### src/verilog/fcw_regs.svh
// Purpose: constants for the flash command write host controller
// Assumes: 50 MHz reference clock
// Notes: pulse cycle counts derived from the printed pulse widths
`ifndef FCW_REGS_SVH
`define FCW_REGS_SVH
`define FCW_CLK_MHZ 50
`define FCW_PROG_PULSE_US 10
`define FCW_ERASE_PULSE_MS 10
`define FCW_PROG_CYCLES (`FCW_PROG_PULSE_US * `FCW_CLK_MHZ)
`define FCW_ERASE_CYCLES (`FCW_ERASE_PULSE_MS * 1000 * `FCW_CLK_MHZ)
`define FCW_SETUP_CYCLES 2
`define FCW_STROBE_CYCLES 3
`define FCW_READ_CYCLES 6
`define FCW_VPP_SETTLE_CYCLES 16
`define FCW_CMD_SETUP_ERASE 8'h20
`define FCW_CMD_SETUP_PROG 8'h40
`define FCW_CMD_ERASE_VERIFY 8'ha0
`define FCW_CMD_PROG_VERIFY 8'hc0
`define FCW_CMD_READ 8'h00
`endif

### src/verilog/fcw_pkg.sv
// Purpose: types shared by the flash command write host controller
// Assumes: 32K x 8 array
// Notes: pin and request groups travel as packed structs
`default_nettype none
package fcw_pkg;
  typedef enum logic [1:0] {
    FCW_OP_READ = 2'b00,
    FCW_OP_WRITE = 2'b01,
    FCW_OP_PROG_PULSE = 2'b10,
    FCW_OP_ERASE_PULSE = 2'b11
  } fcw_op_e;
  typedef struct packed {
    fcw_op_e op;
    logic [14:0] addr;
    logic [7:0] data;
  } fcw_req_s;
  typedef struct packed {
    logic sel_n;
    logic gate_n;
    logic wr_n;
    logic [14:0] address_lines;
  } fcw_ctl_s;
endpackage : fcw_pkg
`default_nettype wire

### src/verilog/fcw_host.sv
// Purpose: host controller driving a byte-wide flash over its strobe pins
// Assumes: 50 MHz clock; device has no clock or reset of its own
// Notes: one request at a time; pulse timing is counted here
//
// How it works
// device latches address at later falling edge
// device latches data at earlier rising edge
// writes may be strobe or select controlled
// device holds latched address and data
// latched command drives device state machine
// program pulse timed 10 us by host
// erase pulse timed 10 ms by host
// 32K byte-wide locations addressed
// separate select and gate avoid contention
// supply command low requests high voltage
// write timing referenced to write strobe
// commands accepted only with high supply
// command needs select low, gate high, strobe low
// undefined command aborts to read mode
// read drives byte with gate low
`include "fcw_regs.svh"
`default_nettype none
module fcw_host #(
  parameter int ERASE_CYCLES = `FCW_ERASE_CYCLES,
  parameter int PROG_CYCLES = `FCW_PROG_CYCLES,
  parameter int ADDR_W = 15,
  parameter int DATA_W = 8
) (
  input wire logic ref_clk_in, // 50 MHz clock
  input wire logic reset_n_in, // Async reset, low
  input wire logic req_valid_in, // Request present
  output logic req_ready_out, // Request can be taken this cycle
  input wire fcw_pkg::fcw_req_s req_in, // Operation, address, data
  output logic done_out, // Pulse: request finished
  output logic [DATA_W-1:0] rd_data_out, // Byte read back
  output logic vpp_cmd_n_out, // Supply command, low = high voltage
  output fcw_pkg::fcw_ctl_s ctl_out, // Select, gate, strobe, address
  output logic [DATA_W-1:0] data_lines_out, // Data driven to device
  output logic data_lines_oe_n_out, // Low while host drives data
  input wire logic [DATA_W-1:0] data_lines_in // Data from device
);
  // ****************************************
  // State and registers
  // ****************************************
  typedef enum logic [2:0] {
    ST_IDLE = 3'b000,
    ST_SETUP = 3'b001,
    ST_STROBE = 3'b010,
    ST_HOLD = 3'b011,
    ST_READ = 3'b100,
    ST_PULSE = 3'b101,
    ST_DONE = 3'b110
  } fcw_st_e;
  fcw_st_e st_q;
  fcw_pkg::fcw_req_s cur_q;
  logic [31:0] cnt_q;
  logic [DATA_W-1:0] rd_sync;
  logic vpp_on_q;
  logic [4:0] settle_q;
  logic settled;

  fcw_sync #(.W(DATA_W)) u_sync (
    .ref_clk_in(ref_clk_in),
    .reset_n_in(reset_n_in),
    .d_in(data_lines_in),
    .q_out(rd_sync)
  );

  assign settled = (settle_q == 5'(`FCW_VPP_SETTLE_CYCLES));
  // Writes wait for supply to settle; reads never need it
  assign req_ready_out = (st_q == ST_IDLE) &&
    ((req_in.op == fcw_pkg::FCW_OP_READ) || settled);

  // ****************************************
  // Supply command
  // ****************************************
  // High voltage only while a write or pulse is pending or running
  always_ff @(posedge ref_clk_in or negedge reset_n_in) begin
    if (!reset_n_in) begin
      vpp_on_q <= 1'b0;
    end else begin
      vpp_on_q <= req_valid_in && (req_in.op != fcw_pkg::FCW_OP_READ) ||
        (st_q != ST_IDLE && cur_q.op != fcw_pkg::FCW_OP_READ);
    end
  end
  assign vpp_cmd_n_out = !vpp_on_q;

  // Settling time after supply request
  always_ff @(posedge ref_clk_in or negedge reset_n_in) begin
    if (!reset_n_in) begin
      settle_q <= '0;
    end else if (!vpp_on_q) begin
      settle_q <= '0;
    end else if (!settled) begin
      settle_q <= settle_q + 5'd1;
    end
  end

  // ****************************************
  // Sequencer
  // ****************************************
  always_ff @(posedge ref_clk_in or negedge reset_n_in) begin
    if (!reset_n_in) begin
      st_q <= ST_IDLE;
      cur_q <= '0;
      cnt_q <= '0;
    end else begin
      unique case (st_q)
        ST_IDLE: begin
          cnt_q <= '0;
          if (req_valid_in && req_ready_out) begin
            cur_q <= req_in;
            unique case (req_in.op)
              fcw_pkg::FCW_OP_READ: st_q <= ST_READ;
              fcw_pkg::FCW_OP_WRITE: st_q <= ST_SETUP;
              default: st_q <= ST_PULSE;
            endcase
          end
        end
        // Address settles before strobe falls
        ST_SETUP: begin
          cnt_q <= cnt_q + 32'd1;
          if (cnt_q == 32'(`FCW_SETUP_CYCLES - 1)) begin
            cnt_q <= '0;
            st_q <= ST_STROBE;
          end
        end
        // Strobe low; device latches address at its fall
        ST_STROBE: begin
          cnt_q <= cnt_q + 32'd1;
          if (cnt_q == 32'(`FCW_STROBE_CYCLES - 1)) begin
            cnt_q <= '0;
            st_q <= ST_HOLD;
          end
        end
        // Data held one cycle after strobe rises
        ST_HOLD: st_q <= ST_DONE;
        ST_READ: begin
          cnt_q <= cnt_q + 32'd1;
          if (cnt_q == 32'(`FCW_READ_CYCLES - 1)) begin
            st_q <= ST_DONE;
          end
        end
        // Host times the pulse; reaching the erase or program count ends it
        ST_PULSE: begin
          cnt_q <= cnt_q + 32'd1;
          if (cnt_q == ((cur_q.op == fcw_pkg::FCW_OP_ERASE_PULSE) ?
              32'(ERASE_CYCLES - 1) : 32'(PROG_CYCLES - 1))) begin
            st_q <= ST_DONE;
          end
        end
        ST_DONE: st_q <= ST_IDLE;
        default: st_q <= ST_IDLE;
      endcase
    end
  end

  // ****************************************
  // Pins
  // ****************************************
  // Strobe-controlled write: select low across strobe, gate high
  always_ff @(posedge ref_clk_in or negedge reset_n_in) begin
    if (!reset_n_in) begin
      ctl_out <= '{sel_n: 1'b1, gate_n: 1'b1, wr_n: 1'b1, address_lines: '0};
      data_lines_out <= '0;
      data_lines_oe_n_out <= 1'b1;
    end else begin
      ctl_out.address_lines <= cur_q.addr;
      data_lines_out <= cur_q.data;
      ctl_out.sel_n <= !(st_q == ST_SETUP || st_q == ST_STROBE || st_q == ST_HOLD
        || st_q == ST_READ);
      ctl_out.gate_n <= (st_q != ST_READ);
      ctl_out.wr_n <= (st_q != ST_STROBE);
      data_lines_oe_n_out <= !(st_q == ST_SETUP || st_q == ST_STROBE ||
        st_q == ST_HOLD);
    end
  end

  // Read data captured at end of read window
  always_ff @(posedge ref_clk_in or negedge reset_n_in) begin
    if (!reset_n_in) begin
      rd_data_out <= '0;
      done_out <= 1'b0;
    end else begin
      done_out <= (st_q == ST_DONE);
      if (st_q == ST_READ && cnt_q == 32'(`FCW_READ_CYCLES - 1)) begin
        rd_data_out <= rd_sync;
      end
    end
  end
endmodule : fcw_host
`default_nettype wire

### src/verilog/fcw_sync.sv
// Purpose: two-flop synchroniser for the returned data lines
// Assumes: destination is ref_clk_in
// Notes: first stage feeds only the second stage
`default_nettype none
module fcw_sync #(
  parameter int W = 8
) (
  input wire logic ref_clk_in, // Clock
  input wire logic reset_n_in, // Async reset, low
  input wire logic [W-1:0] d_in, // Asynchronous level
  output logic [W-1:0] q_out // Synchronised level
);
  logic [W-1:0] meta_q;
  // Two stages, meta then output
  always_ff @(posedge ref_clk_in or negedge reset_n_in) begin
    if (!reset_n_in) begin
      meta_q <= '0;
      q_out <= '0;
    end else begin
      meta_q <= d_in;
      q_out <= meta_q;
    end
  end
endmodule : fcw_sync
`default_nettype wire
### config.mk
export PLATFORM = sky130hd
export DESIGN_NAME = fcw_host
export DESIGN_NICKNAME = d
export VERILOG_FILES = /design/src/verilog/fcw_pkg.sv /design/src/verilog/fcw_host.sv /design/src/verilog/fcw_sync.sv
export VERILOG_INCLUDE_DIRS = /design/src /design/src/verilog
export SDC_FILE = /design/constraint.sdc
export NUM_CORES = 1
export LEC_CHECK = 0
export BUFFER_PORTS_ARGS = -buffer_cell sky130_fd_sc_hd__buf_2
export CAP_MARGIN = 40
export CORE_UTILIZATION = 45
export CTS_BUF_LIST = sky130_fd_sc_hd__clkbuf_4 sky130_fd_sc_hd__clkbuf_8 sky130_fd_sc_hd__clkbuf_16
export CTS_CLUSTER_DIAMETER = 50
export CTS_CLUSTER_SIZE = 14
export DETAILED_ROUTE_END_ITERATION = 8
export PLACE_DENSITY = 0.62
export SETUP_SLACK_MARGIN = 0.4
export SLEW_MARGIN = 25
export SYNTH_ARGS = -nofsm -noshare
export SYNTH_HDL_FRONTEND = slang
export SYNTH_SLANG_ARGS = --single-unit
### constraint.sdc
create_clock -name ref_clk_in -period 5.36 [get_ports ref_clk_in]
set_input_delay 0.536 -clock ref_clk_in [delete_from_list [all_inputs] [get_ports ref_clk_in]]
set_output_delay 0.536 -clock ref_clk_in [all_outputs]
set_load 0.01 [all_outputs]
==> flow_summary.toml <==
[route]
via_per_inst = 5.36
wl_mm = 9.90
postRouteAntennaNets = 0
vias = 3418
drtPass1Iterations = 5
drc = 0
drt_iter0_markers = 175
wl_per_cell_um = 15.5

[yosys]
muxShareOfSynthArea_pct = 7.90
synth-xor-area-share_pct = 2.18
synth-simple-area-share_pct = 15.7
synth_warnings = 0
synth_nets = 448
netlist_top_cells_area = "dfrtp_1 (59%), mux2_2 (7.7%), nand3_1 (2.5%)"
synth_compound_area_share_pct = 9.14
yosysTopAreaCellShare_pct = 59.0
synth_top_cell_by_area = "dfrtp_1"
synthArstFlopShare_pct = 100
synth-edff-count = 0
synthAdderAreaFrac_pct = 1.29
yosys_register_bits = 118
yosysUniqueCellTypes = 53
avgSynthCellArea_um2 = 11.9
netlist_area_mm2 = 0.00483
syn_inst = 407
yosysSeqAreaShare_pct = 61.2
synth_ff_type = "dfrtp_1"
synth_top_family_by_area = "simple AND/OR/NAND/NOR gates"

[placed_design]
post-dp-hpwl_mm = 6.49
place_ws_ns = 2.65
gp_congestion = 0.825
io_buffers = 73

[cells_and_area]
nFillCells = 889
drive_gt1_share_pct = 31.5
utilization_pct = 57.5
nNetsFinal = 530
layout_commonest_cell = "dfrtp_1"
antenna_cells = 0
mostFrequentLayoutCells = "dfrtp_1 (114), buf_2 (72), mux2_2 (33), nor2_1 (30), nand2_1 (27)"
syn2layout_area_growth_pct = 23.4

[floorplanning]
start_util_pct = 46.6
fp.dieW_um = 106
dieHeight_um = 106
die_area_mm2 = 0.0112
num_io_pins = 74
rows = 37
coreArea_mm2 = 0.0104

[sta]
tightest_slew_ns = 0.792
rsz0062_at_grt = "false"
clock_skew_ns = 0.0132
fin_crit_sh_pct = 50.8
slew_headroom_pct = 46.8
min_period_ns = 2.72
fmax_mhz = 367
finalHoldViolations = 0
final-setup-viol-count = 0
slew_violations = 0
fin_ws_ns = 2.64
setup_tns_ns = 0

[critical_path]
setup.worst_path.start_class = "flip-flop"
worstSetupEndpointType = "flip-flop"
crit_fanout = 8
worstPathRequired_ns = 5.76
worst-endpoint-arrival_ns = 3.12
critical_path_class = "flip-flop to flip-flop"

[cts]
clk_path_buf_depth = 2
insertion_delay_ns = 0.52
root_buffer = "clkbuf_8"
cts_hold_buf = 0
h-tree-depth = 4
path_clk_slew_ns = 0.06
cts_num_sinks = 118
cts_resized = 0
cts_buffers = 17
cts_setup_buffers = 0
cts_tree = "done"

[power]
peakVddDrop_mv = 0.462
p_leak_nw = 2.68
powerDensity_mw_per_mm2 = 546

[outcome]
outcome = "completed"

[job]
max-cap-violations = 0

[grt]
grt_max_degree = 70
grt_pass1_wl_mm = 16.9
grt-ovfl-total = 0
antenna_found_initial = 0
track_usage_pct = 20.0
grt_pass1_vias = 3455

[min_path]
min_path_type = "primary input to asynchronous set/reset pin"
[layout make-up]
type	instances	area (µm²)	area share [%]
Sequential cell	118	2960	49.6
Multi-Input combinational cell	260	1750	29.3
Clock buffer	21	457	7.66
Timing Repair Buffer	79	433	7.26
Tap cell	136	170	2.85
Clock inverter	11	150	2.52
Inverter	13	48.8	0.818
[Yosys cell counts, types with 2 or more instances]
cell      instances
nor4_1            9
a41oi_1           4
o21ai_0          18
a21oi_1          11
a21o_1            3
nor3_2            2
nand2_1          27
and2_1            2
nor3b_1           4
o31ai_1           2
clkbuf_1          9
o311a_1           2
nor2_1           30
nand4_1           7
mux2_2           33
a31oi_1           6
or3_1             6
o32ai_1           2
nor3_1           15
a22o_1            3
ha_1              5
xnor2_1           5
o21ai_1           3
and3_1            5
a31o_2            2
dfrtp_1         114
inv_1            13
xor2_1            7
o22ai_1           4
buf_2             5
nand3_1          24
dfstp_2           4
[cell families (layout without fill, tap and decap cells)]
logic type,after synthesis,count (layout)
mux,34,34
simple gates,142,142
flops,118,118
buf+inv,29,124
compound gates,67,67
fa+ha+maj,5,5
xor+xnor,12,12
[registers in the layout (all words and copies together), names as in the netlist]
signal / cells
rd_data_out: 8
st_q: 3
data_lines_out: 8
u_sync.q_out: 8
cnt_q: 32
settle_q: 5
vpp_on_q: 1
ctl_out: 18
u_sync.meta_q: 8
data_lines_oe_n_out: 1
done_out: 1
cur_q: 25
[metrics by stage]
step | hold slack, ns | area, µm² | power [mW] | instances
after CTS | 0.0503 | 5940 | 3.29 | 637
final | 0.0368 | 5960 | 3.26 | 638
after floorplan | 0.240 | 4830 | 1.85 | 407
after detailed placement | 0.339 | 5330 | 2.13 | 605
after global placement | 0.332 | 5320 | 2.10 | 604
after global routing | 0.0828 | 5960 | 3.45 | 638
[path summary, 6_finish.rpt]
path | slack [ns] | end | cells after the start | start
worst max register to register | 2.64 | rd_data_out[4]$_DFFE_PN0P_ | 6 | cnt_q[26]$_DFFE_PN0P_
max in group asynchronous | 4.35 | data_lines_out[3]$_DFF_PN0_ | 3 | reset_n_in
worst min register to register | 0.35 | u_sync.q_out[6]$_DFF_PN0_ | 0 | u_sync.meta_q[6]$_DFF_PN0_
worst min-delay path | 0.04 | cnt_q[5]$_DFFE_PN0P_ | 1 | reset_n_in
min in group ref_clk_in | 0.12 | u_sync.meta_q[3]$_DFF_PN0_ | 1 | data_lines_in[3]
worst max-delay path | 2.64 | rd_data_out[4]$_DFFE_PN0P_ | 6 | cnt_q[26]$_DFFE_PN0P_
[report_power, final]
| part | switching (mW) | internal [mW] |
|---|---|---|
| combinational | 0.469 | 0.349 |
| clock | 0.398 | 0.742 |
| sequential | 0.149 | 1.15 |
[worst max-delay path, cell delays in order, from the launching register on]
cell and delay [ns]:
dfrtp_1 0.43, nor4_1 0.58, nand4_1 0.26, nor2_1 0.24
inv_1 0.11, nor4_4 0.56, mux2_2 0.41
[routing by layer]
layer	track usage, %	up-vias	routed length (µm)
met3	8.91	12	723
li1	-	1626	-
met4	7.74	0	154
met1	25.1	1678	4350
met2	30.5	102	4670
met5	0	-	0
(Power assumes the default switching activity.)
